--- config.mk ---
export PLATFORM = sky130hd
export DESIGN_NAME = fcse_flash_ctrl
export DESIGN_NICKNAME = d
export VERILOG_FILES = /design/src/core/fcse_pkg.sv /design/src/core/fcse_cyc_if.sv /design/src/core/fcse_flash_ctrl.sv /design/src/core/fcse_pin_cycle.sv
export SDC_FILE = /design/constraint.sdc
export NUM_CORES = 1
export LEC_CHECK = 0
export ABC_AREA = 0
export BUFFER_PORTS_ARGS = -buffer_cell sky130_fd_sc_hd__buf_2
export CORE_MARGIN = 2
export CORE_UTILIZATION = 51
export CTS_CLUSTER_SIZE = 20
export DETAILED_ROUTE_END_ITERATION = 8
export HOLD_SLACK_MARGIN = 0.02
export PLACE_DENSITY = 0.8
export SLEW_MARGIN = 25
export SYNTH_ARGS = -nofsm -noshare
export SYNTH_HDL_FRONTEND = slang
export SYNTH_SLANG_ARGS = --single-unit
--- constraint.sdc ---
create_clock -name clk -period 2.2 [get_ports clk]
set_input_delay 0.11 -clock clk [delete_from_list [all_inputs] [get_ports clk]]
set_output_delay 0.11 -clock clk [all_outputs]
set_load 0.1 [all_outputs]
--- src/core/fcse_pkg.sv ---
// Constants, register map and command codes for the flash command controller
package fcse_pkg;
  localparam logic [7:0]  OFS_CTRL        = 8'h00;
  localparam logic [7:0]  OFS_ADDR        = 8'h04;
  localparam logic [7:0]  OFS_DATA        = 8'h08;
  localparam logic [7:0]  OFS_STATUS      = 8'h0c;
  localparam logic [7:0]  OFS_BAD_SECT    = 8'h10;

  localparam logic [2:0]  OP_READ         = 3'h1;
  localparam logic [2:0]  OP_PROG         = 3'h2;
  localparam logic [2:0]  OP_SERASE       = 3'h3;
  localparam logic [2:0]  OP_BERASE       = 3'h4;
  localparam logic [2:0]  OP_RESET        = 3'h5;

  localparam logic [18:0] UNL_ADDR1       = 19'h05555;
  localparam logic [18:0] UNL_ADDR2       = 19'h02aaa;
  localparam logic [7:0]  UNL_DATA1       = 8'haa;
  localparam logic [7:0]  UNL_DATA2       = 8'h55;
  localparam logic [7:0]  CMD_RESET       = 8'hf0;
  localparam logic [7:0]  CMD_ERASE_SETUP = 8'h80;
  localparam logic [7:0]  CMD_SECT_CONF   = 8'h30;
  localparam logic [7:0]  CMD_BULK_CONF   = 8'h10;

  localparam logic [7:0]  STAT_MASK       = 8'he8;
  localparam int          TOG_BIT         = 6;
  localparam int          FAIL_BIT        = 5;
  localparam int          SECT_MSB        = 18;
  localparam int          SECT_LSB        = 16;

  localparam int          CLK_NS          = 100;
  localparam int          T_WP_NS         = 50;
  localparam int          T_ACC_NS        = 150;
  localparam int          SYNC_STAGES     = 2;
  localparam int          WP_CYC          = (T_WP_NS + CLK_NS - 1) / CLK_NS;
  localparam int          ACC_CYC         = (T_ACC_NS + CLK_NS - 1) / CLK_NS;
  localparam logic [2:0]  WP_CNT          = 3'(((WP_CYC < 1) ? 1 : WP_CYC) - 1);
  localparam logic [2:0]  RD_CNT          = 3'(ACC_CYC + SYNC_STAGES - 1);
endpackage : fcse_pkg

--- src/core/fcse_cyc_if.sv ---
// One flash bus cycle request and its answer, between sequencer and pin engine
`timescale 1ns/100ps
interface fcse_cyc_if;
  logic        req;
  logic        we;
  logic [18:0] addr;
  logic [7:0]  wdata;
  logic        done;
  logic [7:0]  rdata;
  modport master (output req, we, addr, wdata, input done, rdata);
  modport engine (input req, we, addr, wdata, output done, rdata);
endinterface : fcse_cyc_if

--- src/core/fcse_flash_ctrl.sv ---
// Flash command controller: Wishbone registers, command sequencer, toggle polling
//
// Implementation choices: the Wishbone interface to the registers and the register addresses.
`timescale 1ns/100ps
module fcse_flash_ctrl #(
  parameter logic [7:0] PGM_CMD = 8'ha0
) (
  input  wire logic        clk,
  input  wire logic        rst_n,
  input  wire logic        wb_cyc_i,
  input  wire logic        wb_stb_i,
  input  wire logic        wb_we_i,
  input  wire logic [7:0]  wb_adr_i,
  input  wire logic [31:0] wb_dat_i,
  input  wire logic [3:0]  wb_sel_i,
  output logic [31:0]      wb_dat_o,
  output logic             wb_ack_o,
  output logic [18:0]      flash_addr,
  input  wire logic [7:0]  flash_dq_i,
  output logic [7:0]       flash_dq_o,
  output logic             flash_dq_oe,
  output logic             flash_ce_n,
  output logic             flash_oe_n,
  output logic             flash_we_n
);
  typedef enum logic [4:0] {
    S_IDLE  = 5'b00001,
    S_WR    = 5'b00010,
    S_POLL  = 5'b00100,
    S_FINAL = 5'b01000,
    S_RST   = 5'b10000
  } fcse_st_t;

  fcse_st_t    st_q;
  logic [2:0]  op_q;
  logic [2:0]  step_q;
  logic [18:0] addr_q;
  logic [7:0]  wdata_q;
  logic [7:0]  rdata_q;
  logic [7:0]  stat_q;
  logic [7:0]  bad_q;
  logic        fail_q;
  logic        refused_q;
  logic        wait_q;
  logic        req_q;
  logic        cyc_we_q;
  logic [26:0] cyc_word_q;
  logic        prev_tog_q;
  logic        have_prev_q;
  logic        fail_seen_q;
  logic        ack_q;
  logic [31:0] dat_q;
  logic        bus_req;
  logic        bus_wr;
  logic        ctrl_wr;
  logic        op_ok;
  logic        bad_hit;
  logic        start_ok;
  logic        tog_same;
  logic        fail_set;
  logic [26:0] iss_word;
  logic        iss_we;

  fcse_cyc_if cyc ();

  function automatic logic [26:0] seq_word(input logic [2:0]  op,
                                           input logic [2:0]  step,
                                           input logic [18:0] a,
                                           input logic [7:0]  d);
    logic [7:0] setup;
    setup = (op == fcse_pkg::OP_PROG)  ? PGM_CMD :
            (op == fcse_pkg::OP_RESET) ? fcse_pkg::CMD_RESET : fcse_pkg::CMD_ERASE_SETUP;
    case (step)
      3'h0: seq_word = {fcse_pkg::UNL_ADDR1, fcse_pkg::UNL_DATA1};
      3'h1: seq_word = {fcse_pkg::UNL_ADDR2, fcse_pkg::UNL_DATA2};
      3'h2: seq_word = {fcse_pkg::UNL_ADDR1, setup};
      3'h3: seq_word = (op == fcse_pkg::OP_PROG) ? {a, d} :
                       {fcse_pkg::UNL_ADDR1, fcse_pkg::UNL_DATA1};
      3'h4: seq_word = {fcse_pkg::UNL_ADDR2, fcse_pkg::UNL_DATA2};
      3'h5: seq_word = (op == fcse_pkg::OP_SERASE) ? {a, fcse_pkg::CMD_SECT_CONF} :
                       {fcse_pkg::UNL_ADDR1, fcse_pkg::CMD_BULK_CONF};
      default: seq_word = {fcse_pkg::UNL_ADDR1, fcse_pkg::CMD_RESET};
    endcase
  endfunction : seq_word

  function automatic logic [2:0] last_step(input logic [2:0] op);
    case (op)
      fcse_pkg::OP_PROG:  last_step = 3'h3;
      fcse_pkg::OP_RESET: last_step = 3'h2;
      default:            last_step = 3'h5;
    endcase
  endfunction : last_step

  assign bus_req  = wb_cyc_i && wb_stb_i && !ack_q;
  assign bus_wr   = bus_req && wb_we_i && wb_sel_i[0];
  assign ctrl_wr  = bus_wr && (wb_adr_i == fcse_pkg::OFS_CTRL);
  assign op_ok    = (wb_dat_i[2:0] >= fcse_pkg::OP_READ) && (wb_dat_i[2:0] <= fcse_pkg::OP_RESET);
  // A sector that once failed is fenced off from program and sector erase until software clears its bit
  assign bad_hit  = bad_q[addr_q[fcse_pkg::SECT_MSB:fcse_pkg::SECT_LSB]] &&
                    ((wb_dat_i[2:0] == fcse_pkg::OP_PROG) ||
                     (wb_dat_i[2:0] == fcse_pkg::OP_SERASE));
  assign start_ok = ctrl_wr && (st_q == S_IDLE) && op_ok && !bad_hit;
  assign tog_same = have_prev_q && (cyc.rdata[fcse_pkg::TOG_BIT] == prev_tog_q);
  assign fail_set = (st_q == S_POLL) && wait_q && cyc.done && !tog_same && fail_seen_q;

  assign cyc.req   = req_q;
  assign cyc.we    = cyc_we_q;
  assign cyc.addr  = cyc_word_q[26:8];
  assign cyc.wdata = cyc_word_q[7:0];
  assign wb_ack_o  = ack_q;
  assign wb_dat_o  = dat_q;

  always_comb begin
    iss_word = {addr_q, 8'h00};
    iss_we   = 1'b0;
    case (st_q)
      S_WR: begin
        iss_word = seq_word(op_q, step_q, addr_q, wdata_q);
        iss_we   = 1'b1;
      end
      S_RST: begin
        iss_word = {fcse_pkg::UNL_ADDR1, fcse_pkg::CMD_RESET};
        iss_we   = 1'b1;
      end
      default: ;
    endcase
  end

  always_ff @(posedge clk) begin
    if (!rst_n) begin
      st_q        <= S_IDLE;
      step_q      <= 3'h0;
      wait_q      <= 1'b0;
      req_q       <= 1'b0;
      cyc_we_q    <= 1'b0;
      cyc_word_q  <= 27'h0000000;
      prev_tog_q  <= 1'b0;
      have_prev_q <= 1'b0;
      fail_seen_q <= 1'b0;
      stat_q      <= 8'h00;
      rdata_q     <= 8'h00;
    end else begin
      req_q <= 1'b0;
      if ((st_q != S_IDLE) && !wait_q) begin
        req_q      <= 1'b1;
        wait_q     <= 1'b1;
        cyc_we_q   <= iss_we;
        cyc_word_q <= iss_word;
      end
      case (st_q)
        S_IDLE: if (start_ok) begin
          step_q      <= 3'h0;
          have_prev_q <= 1'b0;
          fail_seen_q <= 1'b0;
          st_q        <= (wb_dat_i[2:0] == fcse_pkg::OP_READ) ? S_FINAL : S_WR;
        end
        S_WR: if (wait_q && cyc.done) begin
          wait_q <= 1'b0;
          if (step_q == last_step(op_q)) begin
            // Polling only after the last command write, when status is valid
            st_q <= (op_q == fcse_pkg::OP_RESET) ? S_IDLE : S_POLL;
          end else begin
            step_q <= step_q + 3'h1;
          end
        end
        S_POLL: if (wait_q && cyc.done) begin
          wait_q      <= 1'b0;
          stat_q      <= cyc.rdata & fcse_pkg::STAT_MASK;
          prev_tog_q  <= cyc.rdata[fcse_pkg::TOG_BIT];
          have_prev_q <= 1'b1;
          fail_seen_q <= cyc.rdata[fcse_pkg::FAIL_BIT];
          // Fail is only trusted when the toggle still runs after the fail bit
          if (tog_same) begin
            st_q <= S_FINAL;
          end else if (fail_seen_q) begin
            st_q <= S_RST;
          end
        end
        S_FINAL: if (wait_q && cyc.done) begin
          wait_q  <= 1'b0;
          rdata_q <= cyc.rdata;
          st_q    <= S_IDLE;
        end
        S_RST: if (wait_q && cyc.done) begin
          wait_q <= 1'b0;
          st_q   <= S_IDLE;
        end
        default: st_q <= S_IDLE;
      endcase
    end
  end

  always_ff @(posedge clk) begin
    if (!rst_n) begin
      op_q    <= 3'h0;
      addr_q  <= 19'h00000;
      wdata_q <= 8'h00;
    end else begin
      if (start_ok) begin
        op_q <= wb_dat_i[2:0];
      end
      if (bus_wr && (wb_adr_i == fcse_pkg::OFS_ADDR) && (st_q == S_IDLE)) begin
        addr_q <= wb_dat_i[18:0];
      end
      if (bus_wr && (wb_adr_i == fcse_pkg::OFS_DATA) && (st_q == S_IDLE)) begin
        wdata_q <= wb_dat_i[7:0];
      end
    end
  end

  // Hardware set wins over a same-cycle clear on every sticky flag
  always_ff @(posedge clk) begin
    if (!rst_n) begin
      fail_q    <= 1'b0;
      refused_q <= 1'b0;
      bad_q     <= 8'h00;
    end else begin
      fail_q    <= fail_set || (fail_q && !start_ok);
      refused_q <= (ctrl_wr && !start_ok) || (refused_q && !start_ok);
      bad_q     <= (bad_q & ~((bus_wr && (wb_adr_i == fcse_pkg::OFS_BAD_SECT)) ?
                              wb_dat_i[7:0] : 8'h00)) |
                   ((fail_set && (op_q != fcse_pkg::OP_BERASE)) ?
                    (8'h01 << addr_q[fcse_pkg::SECT_MSB:fcse_pkg::SECT_LSB]) : 8'h00);
    end
  end

  always_ff @(posedge clk) begin
    if (!rst_n) begin
      ack_q <= 1'b0;
      dat_q <= 32'h00000000;
    end else begin
      ack_q <= bus_req;
      if (bus_req && !wb_we_i) begin
        case (wb_adr_i)
          fcse_pkg::OFS_CTRL:     dat_q <= {29'h0, op_q};
          fcse_pkg::OFS_ADDR:     dat_q <= {13'h0, addr_q};
          fcse_pkg::OFS_DATA:     dat_q <= {24'h0, rdata_q};
          fcse_pkg::OFS_STATUS:   dat_q <= {16'h0, stat_q, 5'h0, refused_q, fail_q,
                                            st_q != S_IDLE};
          fcse_pkg::OFS_BAD_SECT: dat_q <= {24'h0, bad_q};
          default:                dat_q <= 32'h00000000;
        endcase
      end
    end
  end

  fcse_pin_cycle u_pins (
    .clk         (clk),
    .rst_n       (rst_n),
    .cyc         (cyc.engine),
    .flash_addr  (flash_addr),
    .flash_dq_i  (flash_dq_i),
    .flash_dq_o  (flash_dq_o),
    .flash_dq_oe (flash_dq_oe),
    .flash_ce_n  (flash_ce_n),
    .flash_oe_n  (flash_oe_n),
    .flash_we_n  (flash_we_n)
  );

  chk_unlock_first: assert property (
    @(posedge clk) disable iff (!rst_n)
    cyc.req && (st_q == S_WR) && (step_q == 3'h0) |->
      (cyc.addr == fcse_pkg::UNL_ADDR1) && (cyc.wdata == fcse_pkg::UNL_DATA1) ##1
      !cyc.req [*4] ##1 (step_q == 3'h1))
    else $error("first unlock write wrong or second step late");

  chk_erase_reunlock: assert property (
    @(posedge clk) disable iff (!rst_n)
    cyc.req && (st_q == S_WR) && (step_q == 3'h4) |->
      (cyc.addr == fcse_pkg::UNL_ADDR2) && (cyc.wdata == fcse_pkg::UNL_DATA2) &&
      (op_q != fcse_pkg::OP_PROG))
    else $error("erase confirm not preceded by second unlock");

  chk_poll_after_last: assert property (
    @(posedge clk) disable iff (!rst_n)
    $rose(st_q == S_POLL) |-> $past(step_q) == last_step(op_q) ##[1:2]
      (cyc.req && !cyc.we && (cyc.addr == addr_q)))
    else $error("poll started early or at wrong address");

  chk_status_mask: assert property (
    @(posedge clk) disable iff (!rst_n)
    (stat_q & ~fcse_pkg::STAT_MASK) == 8'h00)
    else $error("reserved status bits not masked");

  chk_finish_two: assert property (
    @(posedge clk) disable iff (!rst_n)
    (st_q == S_POLL) && cyc.done && have_prev_q &&
      (cyc.rdata[fcse_pkg::TOG_BIT] == prev_tog_q) |=> (st_q == S_FINAL) ##[1:8] cyc.done)
    else $error("equal toggle reads did not end polling");

  chk_bad_refused: assert property (
    @(posedge clk) disable iff (!rst_n)
    ctrl_wr && (st_q == S_IDLE) && bad_hit |=> (st_q == S_IDLE) && refused_q)
    else $error("operation on failed sector was started");

  chk_fail_reset: assert property (
    @(posedge clk) disable iff (!rst_n)
    fail_set |=> (st_q == S_RST) && fail_q ##[1:8]
      (cyc.req && cyc.we && (cyc.wdata == fcse_pkg::CMD_RESET)))
    else $error("failure not followed by read/reset write");

  chk_reset_word: assert property (
    @(posedge clk) disable iff (!rst_n)
    cyc.req && (st_q == S_WR) && (op_q == fcse_pkg::OP_RESET) && (step_q == 3'h2) |->
      (cyc.addr == fcse_pkg::UNL_ADDR1) && (cyc.wdata == fcse_pkg::CMD_RESET))
    else $error("read/reset command word wrong");
endmodule : fcse_flash_ctrl

--- src/core/fcse_pin_cycle.sv ---
// Pin engine: turns one request into a write or read cycle on the flash pins
`timescale 1ns/100ps
module fcse_pin_cycle (
  input  wire logic        clk,
  input  wire logic        rst_n,
  fcse_cyc_if.engine       cyc,
  output logic [18:0]      flash_addr,
  input  wire logic [7:0]  flash_dq_i,
  output logic [7:0]       flash_dq_o,
  output logic             flash_dq_oe,
  output logic             flash_ce_n,
  output logic             flash_oe_n,
  output logic             flash_we_n
);
  typedef enum logic [4:0] {
    P_IDLE   = 5'b00001,
    P_SET    = 5'b00010,
    P_STROBE = 5'b00100,
    P_HOLD   = 5'b01000,
    P_READ   = 5'b10000
  } fcse_pst_t;

  fcse_pst_t  st_q;
  logic [2:0] cnt_q;
  logic [7:0] dq_s1_q;
  logic [7:0] dq_s2_q;
  logic       done_q;
  logic [7:0] rdata_q;

  assign cyc.done  = done_q;
  assign cyc.rdata = rdata_q;

  always_ff @(posedge clk) begin
    if (!rst_n) begin
      dq_s1_q <= 8'h00;
      dq_s2_q <= 8'h00;
    end else begin
      dq_s1_q <= flash_dq_i;
      dq_s2_q <= dq_s1_q;
    end
  end

  // Address is set a full cycle before the strobe falls and data is held
  // until a cycle after it rises, so both device edges see stable values
  always_ff @(posedge clk) begin
    if (!rst_n) begin
      st_q        <= P_IDLE;
      cnt_q       <= 3'h0;
      done_q      <= 1'b0;
      rdata_q     <= 8'h00;
      flash_addr  <= 19'h00000;
      flash_dq_o  <= 8'h00;
      flash_dq_oe <= 1'b0;
      flash_ce_n  <= 1'b1;
      flash_oe_n  <= 1'b1;
      flash_we_n  <= 1'b1;
    end else begin
      done_q <= 1'b0;
      case (st_q)
        P_IDLE: if (cyc.req) begin
          flash_addr <= cyc.addr;
          flash_dq_o <= cyc.wdata;
          flash_ce_n <= 1'b0;
          if (cyc.we) begin
            flash_dq_oe <= 1'b1;
            st_q        <= P_SET;
          end else begin
            flash_oe_n <= 1'b0;
            cnt_q      <= fcse_pkg::RD_CNT;
            st_q       <= P_READ;
          end
        end
        P_SET: begin
          flash_we_n <= 1'b0;
          cnt_q      <= fcse_pkg::WP_CNT;
          st_q       <= P_STROBE;
        end
        P_STROBE: begin
          if (cnt_q == 3'h0) begin
            flash_we_n <= 1'b1;
            st_q       <= P_HOLD;
          end else begin
            cnt_q <= cnt_q - 3'h1;
          end
        end
        P_HOLD: begin
          flash_ce_n  <= 1'b1;
          flash_dq_oe <= 1'b0;
          done_q      <= 1'b1;
          st_q        <= P_IDLE;
        end
        P_READ: begin
          if (cnt_q == 3'h0) begin
            rdata_q    <= dq_s2_q;
            flash_oe_n <= 1'b1;
            flash_ce_n <= 1'b1;
            done_q     <= 1'b1;
            st_q       <= P_IDLE;
          end else begin
            cnt_q <= cnt_q - 3'h1;
          end
        end
        default: st_q <= P_IDLE;
      endcase
    end
  end

  chk_strobe_width: assert property (
    @(posedge clk) disable iff (!rst_n)
    $fell(flash_we_n) |-> flash_dq_oe && !flash_ce_n ##1 flash_we_n && flash_dq_oe)
    else $error("write strobe not one cycle with data driven");

  chk_read_pulse: assert property (
    @(posedge clk) disable iff (!rst_n)
    $fell(flash_oe_n) |-> !flash_dq_oe throughout (##[4:4] $rose(flash_oe_n)))
    else $error("read pulse length wrong or bus driven during read");
endmodule : fcse_pin_cycle

# ---- Word-level counts from Yosys, hierarchy flattened
# Index checks and enable logic that the tools add are counted.
dict set report totals {
  word_cells 206
  latchBits 0
  register_bits 190
  memories 0
  mem_bits_rw 0
  mem_bits_ro 0
  input_bits 57
  output_inout_bits 64
}
dict set report op_classes {
  n_mul 0
  n_reduce_logical 64
  n_addsub 2
  bitwise_logic 3
  n_shift 1
  n_lt_le_gt_ge 3
  div_mod_pow 0
  n_mux 60
  n_eq_ne 42
}
# operator count
set op_table {}
lappend op_table {{$pmux W27 S5} 1}
lappend op_table {{$pmux W19 S5} 1}
lappend op_table {{$mux W5} 11}
lappend op_table {{$mux W27} 2}
lappend op_table {{$pmux W27 S2} 1}
lappend op_table {{$pmux W5 S4} 2}
lappend op_table {{$mux W3} 10}
lappend op_table {{$logic_and A1 B1 Y1} 27}
lappend op_table {{$eq A3 B2 Y1 const B} 6}
lappend op_table {{$eq A8 B4 Y1 const B} 2}
lappend op_table {{$mux W1} 16}
lappend op_table {{$mux W8} 2}
lappend op_table {{$ne A2 B2 Y1 const B} 8}
lappend op_table {{$mux W7} 2}
lappend op_table {{$pmux W1 S2} 6}
lappend op_table {{$pmux W3 S2} 2}
lappend op_table {{$reduce_and A3 Y1} 4}
lappend op_table {{$reduce_and A4 Y1} 3}
lappend op_table {{$eq A5 B1 Y1 const B} 2}
lappend op_table {{$eq A5 B2 Y1 const B} 2}
lappend op_table {{$eq A5 B3 Y1 const B} 2}
lappend op_table {{$eq A5 B4 Y1 const B} 2}
lappend op_table {{$eq A5 B5 Y1 const B} 2}
lappend op_table {{$reduce_and A2 Y1} 5}
lappend op_table {{other kinds (31)} 54}

# ---- Longest topological paths before layout
# Gate-level depths: netlist of run 1.
dict set report depth {
  depth_word 11
  ltp_mapped 9
  ltp_nobuf 7
}

# ---- Hierarchy
# Synthesis of run 1 repeated with hierarchy kept, for this count alone.
dict set report unflattened {
  hier_cells 904
  hier_area_um2 7907.6
}
# module cells_each n_inst seq_area_each_um2 area_per_inst_um2
set by_module_without_submodules {}
lappend by_module_without_submodules {fcse_flash_ctrl 647 1 2242.2 5509.0}
lappend by_module_without_submodules {fcse_pin_cycle 257 1 1281.2 2398.6}

# ---- Worst setup path before layout of run 1
# No wires, ideal clock.
dict set report synth_path {
  kind {flip-flop to flip-flop}
  start {register ack_q (netlist: wb_ack_o)}
  end {register st_q[1]}
  setup_slack_ns 0.005
  n_path_buf 0
  stages_incl_launch_ff 6
  period_less_slack_ns 2.195
  setup_ns 0.072
  arrival_ns 2.124
  required_time_ns 2.128
  path_cell_list {dfxtp_1 nand3b_1 nor4_4 a21oi_2 a2111oi_4 mux2i_1}
}
dict set report synth_between {
  elab_chain_len 10
}
# item line
set synth_lines {}
lappend synth_lines {{from (decl)} fcse_flash_ctrl.sv:51} ;# logic ack_q;
lappend synth_lines {{from (signal assigned)} fcse_flash_ctrl.sv:232} ;# ack_q <= bus_req;
lappend synth_lines {{$logic_not A1 Y1} fcse_flash_ctrl.sv:94} ;# assign bus_req = wb_cyc_i && wb_stb_i && !ack_q;
lappend synth_lines {{$logic_and A1 B1 Y1} fcse_flash_ctrl.sv:94}
lappend synth_lines {{$logic_and A1 B1 Y1 (2 in a row)} fcse_flash_ctrl.sv:95} ;# assign bus_wr = bus_req && wb_we_i && wb_sel_i[0];
lappend synth_lines {{$logic_and A1 B1 Y1} fcse_flash_ctrl.sv:96} ;# assign ctrl_wr = bus_wr && (wb_adr_i == fcse_pkg::OFS_CTRL);
lappend synth_lines {{$logic_and A1 B1 Y1 (3 in a row)} fcse_flash_ctrl.sv:102} ;# assign start_ok = ctrl_wr && (st_q == S_IDLE) && op_ok && !bad_hit;
lappend synth_lines {{$ne A2 B2 Y1 (no line)} n/a}
lappend synth_lines {{$reduce_and A6 Y1 (no line)} n/a}
lappend synth_lines {{to (signal assigned)} fcse_flash_ctrl.sv:155} ;# st_q <= (wb_dat_i[2:0] == fcse_pkg::OP_READ) ? S_FINAL : S_WR;
lappend synth_lines {{to (signal assigned)} fcse_flash_ctrl.sv:161} ;# st_q <= (op_q == fcse_pkg::OP_RESET) ? S_IDLE : S_POLL;
lappend synth_lines {{to (decl)} fcse_flash_ctrl.sv:34} ;# fcse_st_t st_q;
# No other way between the ends.
# A chain may end at the register's enable or synchronous reset.

# ---- Final worst setup path of run 1
dict set report layout_path {
  start {register op_q[1]}
  end {register st_q[1]}
}
dict set report layout_between {
  elab_chain_len 8
  elab_cells_between_ends 9
  classes_between {eq/ne (4); mux (4); reduce/logical (1)}
}
# item line
set layout_lines {}
lappend layout_lines {{from (decl)} fcse_flash_ctrl.sv:35} ;# logic [2:0] op_q;
lappend layout_lines {{from (signal assigned)} fcse_flash_ctrl.sv:200} ;# op_q <= wb_dat_i[2:0];
lappend layout_lines {{$eq A3 B3 Y1 or $eq A3 B2 Y1 (tied branches)} fcse_flash_ctrl.sv:87} ;# case (op)
lappend layout_lines {{$pmux W3 S2 *} fcse_flash_ctrl.sv:87}
lappend layout_lines {{$mux W3 *} fcse_flash_ctrl.sv:157} ;# S_WR: if (wait_q && cyc.done) begin
lappend layout_lines {{$mux W3 *} fcse_flash_ctrl.sv:150} ;# case (st_q)
lappend layout_lines {{$mux W3 *} fcse_flash_ctrl.sv:130} ;# if (!rst_n) begin
lappend layout_lines {{$eq A3 B3 Y1 *} fcse_flash_ctrl.sv:159} ;# if (step_q == last_step(op_q)) begin
lappend layout_lines {{$ne A2 B2 Y1 (no line) *} n/a}
lappend layout_lines {{$reduce_and A6 Y1 (no line) *} n/a}
# Every way passes the cells marked *; elsewhere a longest branch is shown, timed or not. The select of a mux whose other input is x is not followed.

==> results of run 1 <==
Yosys cell counts (all sizes together), types with 3 or more instances:
cell type / instances / area (um2)
a211oi: 3 / 22.5
a21boi: 7 / 52.6
a21o: 5 / 37.5
a21oi: 69 / 349
a22o: 5 / 43.8
a22oi: 17 / 128
a2bb2oi: 9 / 78.8
a31oi: 3 / 18.8
a32oi: 3 / 26.3
and2: 21 / 131
and3: 5 / 33.8
and3b: 5 / 43.8
buf: 19 / 130
clkbuf: 52 / 205
dfxtp: 176 / 3520
ha: 7 / 87.6
inv: 11 / 41.3
mux2: 5 / 56.3
mux2i: 61 / 611
nand2: 114 / 428
nand2b: 11 / 68.8
nand3: 33 / 165
nand3b: 4 / 30.0
nor2: 89 / 334
nor2b: 8 / 50.1
nor3: 11 / 55.1
nor3b: 5 / 42.5
nor4: 3 / 48.8
o211ai: 3 / 22.5
o21a: 7 / 52.6
o21ai: 37 / 185
o22ai: 5 / 31.3
o2bb2ai: 6 / 52.6
o31ai: 3 / 22.5
or3: 9 / 56.3
or4: 3 / 26.3
placed cells by master, fill, tap and decap left out, drive strengths merged, types with 6 or more instances in the layout:
cell,Yosys,final
nand3,33,33
mux2i,61,61
a22oi,17,17
and2,21,21
conb,1,13
dlygate4sd3,0,24
nand2,114,114
o21a,7,7
o2bb2ai,6,6
nor2,89,89
a21boi,7,7
nor3,11,11
a21oi,69,69
buf,19,135
o21ai,37,37
nand2b,11,11
a2bb2oi,9,9
dfxtp,176,176
or3,9,9
clkbuf,52,20
ha,7,7
nor2b,8,8
inv,11,12
area by class of cell:
type	instances	area [um2]	area share, %
flip-flops and latches	176	3520	38.8
well taps	184	230	2.54
repair buffers	159	1030	11.3
multi-input cells	614	3720	41.0
clock inverters	9	86.3	0.951
clock buffers	20	447	4.92
inverters	11	42.5	0.469
worst max path at each step:
stage                   end  slack (ps)  cells after the start
floorplan           st_q[1]           5                      5
global placement    st_q[2]          80                      5
detailed placement  st_q[3]          30                      5
CTS                 st_q[1]           7                      5
global route        st_q[1]           2                      6
finish              st_q[1]          80                      6
metrics by stage:
| step | std cells | cell area [um2] | utilization, % |
|---|---|---|---|
| finish | 1173 | 9080 | 62.4 |
| global route | 1173 | 9080 | 62.4 |
| CTS | 1172 | 9060 | 62.3 |
| detailed placement | 1119 | 8280 | 57.0 |
| global placement | 1119 | 8280 | 57.0 |
| floorplan | 872 | 7600 | - |
state kept, by name (all words and copies together) (netlist names), 3 cells and up:
register and flops:
addr_q 19, bad_q 8, cyc_word_q 27, op_q 3, rdata_q 8, st_q 5
stat_q 4, step_q 3, u_pins.cnt_q 3, u_pins.cyc.rdata 8, u_pins.dq_s1_q 8, u_pins.dq_s2_q 8
u_pins.flash_addr 19, u_pins.flash_dq_o 8, u_pins.st_q 5, wb_dat_o 19, wdata_q 8
repair_timing:
action | 4_1_cts | 5_1_grt
setup buffers | 0 | 1
endpoints found under the setup margin | 0 | 6
hold endpoints to repair | 30 | 0
resized for setup | 0 | 2
hold buffers | 24 | 0
metal layers:
layer  up-vias  share of wire, %
li1       3208                 -
met1      3113                44
met2       230                48
met3        45               5.6
met4         0               2.6
met5         -                 0
kinds of logic (layout without fill, tap and decap cells):
| kind of cell | count (synthesis) | after routing | synth area share, % |
|---|---|---|---|
| DFF | 176 | 176 | 46.6 |
| adders and majority gates | 7 | 7 | 1.16 |
| AOI/OAI and AO/OA | 195 | 195 | 17.0 |
| other | 1 | 13 | 0.0496 |
| muxes | 66 | 66 | 8.82 |
| and+or+nand+nor | 329 | 329 | 20.9 |
| xor gates and xnor gates | 4 | 4 | 0.464 |
| buffers and inverters | 82 | 199 | 4.98 |
worst min-delay path, delay by kind of cell:
family / cells / cell delay [ps]
buf+inv: 1 / 100
simple gates: 2 / 200
where the power goes:
| part | switching (W) | internal, W | total [W] |
|---|---|---|---|
| Combinational | 0.00130 | 0.000607 | 0.00191 |
| Clock | 0.00122 | 0.00157 | 0.00279 |
| Sequential | 0.000119 | 0.00341 | 0.00353 |
| Total | 0.00264 | 0.00558 | 0.00822 |
==> reports/results.txt, run 1 <==
Bufs on Longest Clock Path = 2
CORE AREA = 14500 um2
area growth from synthesis to layout = 20.1%
Power Density = 906 nW/um2
status = finished, final reports clean
DP Wirelength = 13.1 mm
setup ws final = 83.2 ps
Die ar. = 15800 um2
global-route met1 utilization = 31.3%
first-pass GRT wire length = 30.8 mm
CTS tree = yes
Synth warnings = 0
IO Pins = 121
critical-path cell list = and3b_1, or4_1, o311a_1, a2111oi_4, buf_4, mux2i_1
Netlist cell types = 64
Worst Setup SP = op_q[1]
Worst path slowest cell = or4_1
final WL = 19.1 mm
H-tree levels = 4
post-synthesis sequential area ratio = 46.6%
Min-Delay Path Class = primary input to flip-flop
Clk Tree Root Cell = clkbuf_16
Starting Density = 52.0%
Worst path top cell family by delay = simple AND/OR/NAND/NOR gates
clk_lat worst skew = 430 ps
Routed WL per cell = 16.2 um
final worst-path cycle share = 96.2%
actual slew at the worst max-slew pin = 609 ps
Most used DFF post-synth = dfxtp_1
Rel. slew slack = 59.4%
Setup TNS Final = 0 ps
CP Class = flip-flop to flip-flop
WP data required = 2560 ps
pre-CTS setup slack = 26.6 ps
P_leak = 3.68 nW
Buf/Inv on CP = 1
EDFF count, synth = 0
Worst setup SP type = flip-flop
DR iter-0 viols = 580
Final setup viols = 0
flip-flop and latch count after synthesis = 176
fin nets = 1043
total number of vias = 6596
WHS = 37.8 ps
Placer Congestion = 0.911
DRC = 0
RSZ-0062 raised after global routing = no
Setup crit end kind = flip-flop
Final Hold Vio Count = 0
Via density = 5.62
maximum fanout along the worst path = 8
Clock Pin Slew Worst Setup and Hold Paths = 60 ps
Max-Cap Viols = 0
clock skew = 9.99 ps
grt met2 use = 39.4%
slowest stage delay, CP = 470 ps
# port buffers = 91
fillers = 1209
# rows = 44
power consumption = 0.00822 W
DIE WIDTH = 126 um
layout cell share with drive strength beyond 1 = 18.7%
post-route minimum period = 2120 ps
largest net degree at the start of global routing = 61
Peak VDD IR = 0.640 mV
Async SR Flop Fraction = 0%
remaining antenna violation count = 0
# diodes = 0
WP data arrival = 2480 ps
Top Usage Layer GRT = met2
Total GRT Usage = 24.1%
reg2reg start = op_q[1]
GRT overflow = 0
synthesized area = 7560 um2
antenna violations before repair = 1
total iterations of the first detailed-routing run = 5
Hold Crit Endpoint = wb_ack_o
Mean Syn Cell Area = 8.79 um2
Inserted Clock Buffers = 17
HP Start = wb_stb_i
fmax = 0.472 GHz
clk sinks = 176
GR Layer Usage met3 = 4.72%
die span in y = 126 um
reg2reg path depth = 6
Pins Over Slew Limit = 0
Reg-to-Reg End = st_q[1]
vias in the first global route = 6247
Hold Crit Depth = 3
R2R Setup Slk = 80 ps
cells after synthesis = 860
(Power assumes the default switching activity.)
==> run 2: changes to the inputs <==
CORE_ASPECT_RATIO = 1.5   (was default)
==> run 2 against run 1 <==
Effect of this change: global-route usage up 1.0 points; combinational power down 4%; first-iteration DRC count down 21%; final area up 0.52%; worst setup slack worse by 14 ps; critical endpoint is now st_q[4].
==> reports/results.txt, run 2 (synthesis gave the netlist of run 1 again) <==
status = finished, final reports clean
WP data required = 2550 ps (about the same)
Biggest register = cyc_word_q
fillers = 1205 (-0.33%)
critical-path cell list = and3b_1, or4_1, o311a_1, a2111oi_4, buf_4, mux2i_1
max reg flops = 27 (unchanged)
DRC = 0 (unchanged)
first-pass GRT wire length = 31.5 mm (+2.1%)
Power Density = 907 nW/um2 (about the same)
grt met2 use = 41.8% (+2.4 points)
FF/Latch Area = 3520 um2 (about the same)
antenna violations before repair = 0 (-1)
clk sinks = 176 (unchanged)
# rows = 54 (+23%)
Clock Pin Slew Worst Setup and Hold Paths = 60 ps (about the same)
Worst setup SP type = flip-flop
Bufs on Longest Clock Path = 2 (unchanged)
global-route met1 utilization = 30.1% (-1.2 points)
clk_lat worst skew = 430 ps (about the same)
maximum fanout along the worst path = 6 (-2)
WP data arrival = 2480 ps (about the same)
Min-Delay Path Class = primary input to flip-flop
area growth from synthesis to layout = 20.7%
DIE WIDTH = 103 um (-18%)
IO Pins = 121 (unchanged)
die span in y = 153 um (+22%)
Total GRT Usage = 25.1% (+1.0 points)
Top Usage Layer GRT = met2
design area = 9120 um2 (+0.52%)
Pins Over Slew Limit = 0 (unchanged)
commonest cells after routing, fill and taps aside = dfxtp_1, nand2_1, buf_2, nor2_1, a21oi_1
Routed WL per cell = 16.3 um (+0.57%)
DR iter-0 viols = 461 (-21%)
CTS tree = yes
clock skew = 12.4 ps (+2.45 ps)
GR Layer Usage met3 = 4.89% (+0.18 points)
Max-Cap Viols = 0 (unchanged)
layout cell share with drive strength beyond 1 = 18.8% (+0.10 points)
Final Hold Vio Count = 0 (unchanged)
# diodes = 0 (unchanged)
total iterations of the first detailed-routing run = 6 (+1)
slowest stage delay, CP = 470 ps (about the same)
post-route minimum period = 2130 ps (+14.4 ps)
WHS = 52.8 ps (+15.1 ps)
H-tree levels = 4 (unchanged)
total number of vias = 6669 (+1.1%)
actual slew at the worst max-slew pin = 540 ps (-69.2 ps)
final worst-path cycle share = 96.9% (+0.66 points)
vias in the first global route = 6379 (+2.1%)
remaining antenna violation count = 0 (unchanged)
Placer Congestion = 0.922 (+1.2%)
Worst path slowest cell = or4_1
post-layout util = 62.8% (+0.36 points)
Starting Density = 52.0% (about the same)
Peak VDD IR = 0.571 mV (-11%)
Via density = 5.63 (about the same)
P_leak = 3.68 nW (+0.16%)
fmax = 0.469 GHz (-0.68%)
DP Wirelength = 13.3 mm (+1.9%)
Die ar. = 15800 um2 (+0.13%)
CORE AREA = 14500 um2 (about the same)
Final setup viols = 0 (unchanged)
commonest non-fill, non-tap cell in the layout = dfxtp_1
Clk Tree Root Cell = clkbuf_16
fin nets = 1040 (-0.29%)
CP Class = flip-flop to flip-flop
Setup crit end kind = flip-flop
largest net degree at the start of global routing = 118 (+93%)
area post-placement = 8280 um2 (about the same)
GRT overflow = 0 (unchanged)
RSZ-0062 raised after global routing = yes
Rel. slew slack = 63.7% (+4.3 points)
Inserted Clock Buffers = 17 (unchanged)
multi-input combinational cell area = 3730 um2 (+0.13%)
# port buffers = 91 (unchanged)
final WL = 19.4 mm (+1.6%)
## run 2: area by class of cell
type,instances,share of cell area (%)
sequential,176,38.6
tap,196,2.69
clock inverter,13,1.36
clock buffer,19,4.85
inverter,11,0.466
multi-input combinational,614,40.8
timing repair buffer,156,11.2
## run 2: routing by layer
metal | wire, um | up-vias
met1 | 7800 | 3125
met2 | 9660 | 276
met3 | 985 | 70
met5 | 0 | -
li1 | - | 3198
met4 | 912 | 0
## run 2: power by group
group | internal (W) | switching [W]
Sequential | 0.00340 | 0.000155
Combinational | 0.000581 | 0.00124
Clock | 0.00152 | 0.00136
## run 2: through the flow
stage	worst slack, ps	cells	power, W	setup TNS [ps]
after floorplan	4.55	872	0.00496	0
after CTS	37.3	1184	0.00824	0
after global routing	-45.7	1185	0.00864	-53.1
after detailed placement	60.9	1127	0.00535	0
final	68.8	1185	0.00827	0
after global placement	144	1127	0.00532	0
## run 2: final timing paths
kind | start | endpoint | slack (ps) | depth (start not counted)
setup / recovery | op_q[0] | st_q[4] | 70 | 6
setup reg to reg | op_q[0] | st_q[4] | 70 | 6
hold / removal | wb_dat_i[0] | op_q[0] | 50 | 3
hold reg to reg | u_pins.dq_s1_q[2] | u_pins.dq_s2_q[2] | 430 | 1
## run 2: critical path: cells and delay by family, from the launching register on
kind | cells | cell delay [ps]
flip-flops | 1 | 370
multiplexers | 1 | 210
AO/OA/AOI/OAI | 2 | 550
AND/OR/NAND/NOR | 2 | 700
buffers and inverters | 1 | 210
## run 2: timing repair
item,in CTS,in global routing
hold endpoints to repair,26,0
resized for setup,0,3
setup endpoints to repair,0,5
hold buffers,25,0
buffers inserted,0,1
==> run 3: changes to the inputs <==
CORE_MARGIN = 3   (was 2)
==> run 3 against run 2 <==
Effect of this change: count of clock-buffer cells in the layout down 1; die area up 3.3%; clock skew down 1.1 ps; sequential power about the same; routed wire length up 0.63%; critical path depth unchanged.
==> reports/results.txt, run 3 (synthesis gave the netlist of run 1 again) <==
cell count along the critical path = 6 (unchanged)
actual slew at the worst max-slew pin = 703 ps (+163 ps)
Final Hold Vio Count = 0 (unchanged)
Rel. slew slack = 53.0% (-11 points)
GRT overflow = 0 (unchanged)
vias in the first global route = 6522 (+2.2%)
H-tree levels = 4 (unchanged)
DP Wirelength = 13.2 mm (-0.92%)
Routed WL per cell = 16.5 um (+0.80%)
Inserted Clock Buffers = 17 (unchanged)
total iterations of the first detailed-routing run = 5 (-1)
commonest non-fill, non-tap cell in the layout = dfxtp_1
area post-placement = 8280 um2 (about the same)
WP data required = 2560 ps (about the same)
Via density = 5.63 (about the same)
Setup crit end kind = flip-flop
Die ar. = 16300 um2 (+3.3%)
CP Class = flip-flop to flip-flop
Max-Cap Viols = 0 (unchanged)
Power Density = 921 nW/um2 (+1.5%)
Clock Pin Slew Worst Setup and Hold Paths = 70 ps (about the same)
DIE WIDTH = 105 um (+1.9%)
CTS tree = yes
final worst-path cycle share = 95.8% (-1.1 points)
final WL = 19.5 mm (+0.63%)
Starting Density = 53.0% (+0.98 points)
Setup TNS Final = 0 ps (unchanged)
Min-Delay Path Class = primary input to flip-flop
max reg flops = 27 (unchanged)
Worst setup SP type = flip-flop
critical-path cell list = and3b_1, or4_1, o311a_1, a2111oi_4, buf_4, mux2i_1
largest net degree at the start of global routing = 118 (unchanged)
remaining antenna violation count = 0 (unchanged)
fin nets = 1042 (+0.19%)
clk sinks = 176 (unchanged)
WP data arrival = 2470 ps (about the same)
# port buffers = 91 (unchanged)
Buf/Inv on CP = 1 (unchanged)
area growth from synthesis to layout = 21.3%
CORE AREA = 14300 um2 (-1.9%)
Worst Setup SP = op_q[1]
crit path capture = st_q[1]
R2R Setup Slk = 90 ps (+20 ps)
total number of vias = 6655 (-0.21%)
Pins Over Slew Limit = 0 (unchanged)
Biggest register = cyc_word_q
reg2reg path depth = 6 (unchanged)
Total GRT Usage = 23.9% (-1.2 points)
HP Start = wb_stb_i
P_leak = 3.72 nW (+0.88%)
post-layout util = 64.3% (+1.5 points)
Reg-to-Reg End = st_q[1]
WHS = 27.2 ps (-25.6 ps)
# diodes = 0 (unchanged)
status = finished, final reports clean
Bufs on Longest Clock Path = 2 (unchanged)
layout cell share with drive strength beyond 1 = 18.9% (+0.063 points)
DRC = 0 (unchanged)
commonest cells after routing, fill and taps aside = dfxtp_1, nand2_1, buf_2, nor2_1, a21oi_1
RSZ-0062 raised after global routing = no
reg2reg start = op_q[1]
Post-CTS Setup Bufs = 0 (unchanged)
Peak VDD IR = 0.689 mV (+21%)
design area = 9170 um2 (+0.45%)
die span in y = 155 um (+1.3%)
antenna violations before repair = 0 (unchanged)
clk_lat worst skew = 440 ps (about the same)
slowest stage delay, CP = 470 ps (about the same)
clock skew = 11.4 ps (-1.06 ps)
first-pass GRT wire length = 31.6 mm (+0.22%)
maximum fanout along the worst path = 5 (-1)
Worst path top cell family by delay = simple AND/OR/NAND/NOR gates
# rows = 53 (-1.9%)
Placer Congestion = 0.893 (-3.1%)
post-route minimum period = 2110 ps (-24.3 ps)
IO Pins = 121 (unchanged)
power consumption = 0.00844 W (+2.0%)
Final setup viols = 0 (unchanged)
Clk Tree Root Cell = clkbuf_16
Worst path slowest cell = or4_1
DR iter-0 viols = 409 (-11%)
fmax = 0.475 GHz (+1.2%)
run 3: power breakdown:
group / internal [W] / switching, W / total (W)
clock network: 0.00157 / 0.00143 / 0.00300
registers: 0.00340 / 0.000139 / 0.00354
logic: 0.000609 / 0.00129 / 0.00189
run 3: worst min path at each step:
stage,depth (start not counted),slack [ps],to
2_1_floorplan,1,240,u_pins.dq_s1_q[0]
3_3_place_gp,2,310,u_pins.dq_s1_q[2]
3_5_place_dp,2,320,u_pins.dq_s1_q[3]
4_1_cts,3,20,wb_ack_o
5_1_grt,3,40,op_q[1]
6_report,3,30,wb_ack_o
run 3: worst register-to-register path, stage by stage (launching register included):
cell and delay (ps):
dfxtp_1 410, and3b_1 240, or4_1 470, o311a_1 200
a2111oi_4 340, buf_4 200, mux2i_1 170
run 3: layout make-up:
cell class,instances,area (um2)
Clock inverter,14,161
Clock buffer,18,439
Inverter,11,42.5
Fill cell,1164,5090
Tap cell,192,240
Timing Repair Buffer,158,1040
Sequential cell,176,3520
Multi-Input combinational cell,614,3720
run 3: per-stage QoR:
step | instances | setup WS [ps]
6_report | 1183 | 93.1
5_1_grt | 1183 | 9.73
4_1_cts | 1183 | 110
3_5_place_dp | 1124 | 50.1
3_3_place_gp | 1124 | 109
2_1_floorplan | 872 | 4.55
run 3: repair_timing:
action | in CTS | in global routing
gates resized for setup | 0 | 2
setup endpoints to repair | 0 | 13
endpoints found under the hold margin | 28 | 0
hold buffers | 27 | 0
run 3: per-layer routing:
layer | track usage [%] | vias to the layer above | share of wire (%)
met5 | 0 | - | 0
met2 | 42.7 | 268 | 50
met1 | 27.2 | 3108 | 40
met4 | 11.8 | 0 | 3.9
met3 | 4.48 | 65 | 5.7
li1 | - | 3214 | -
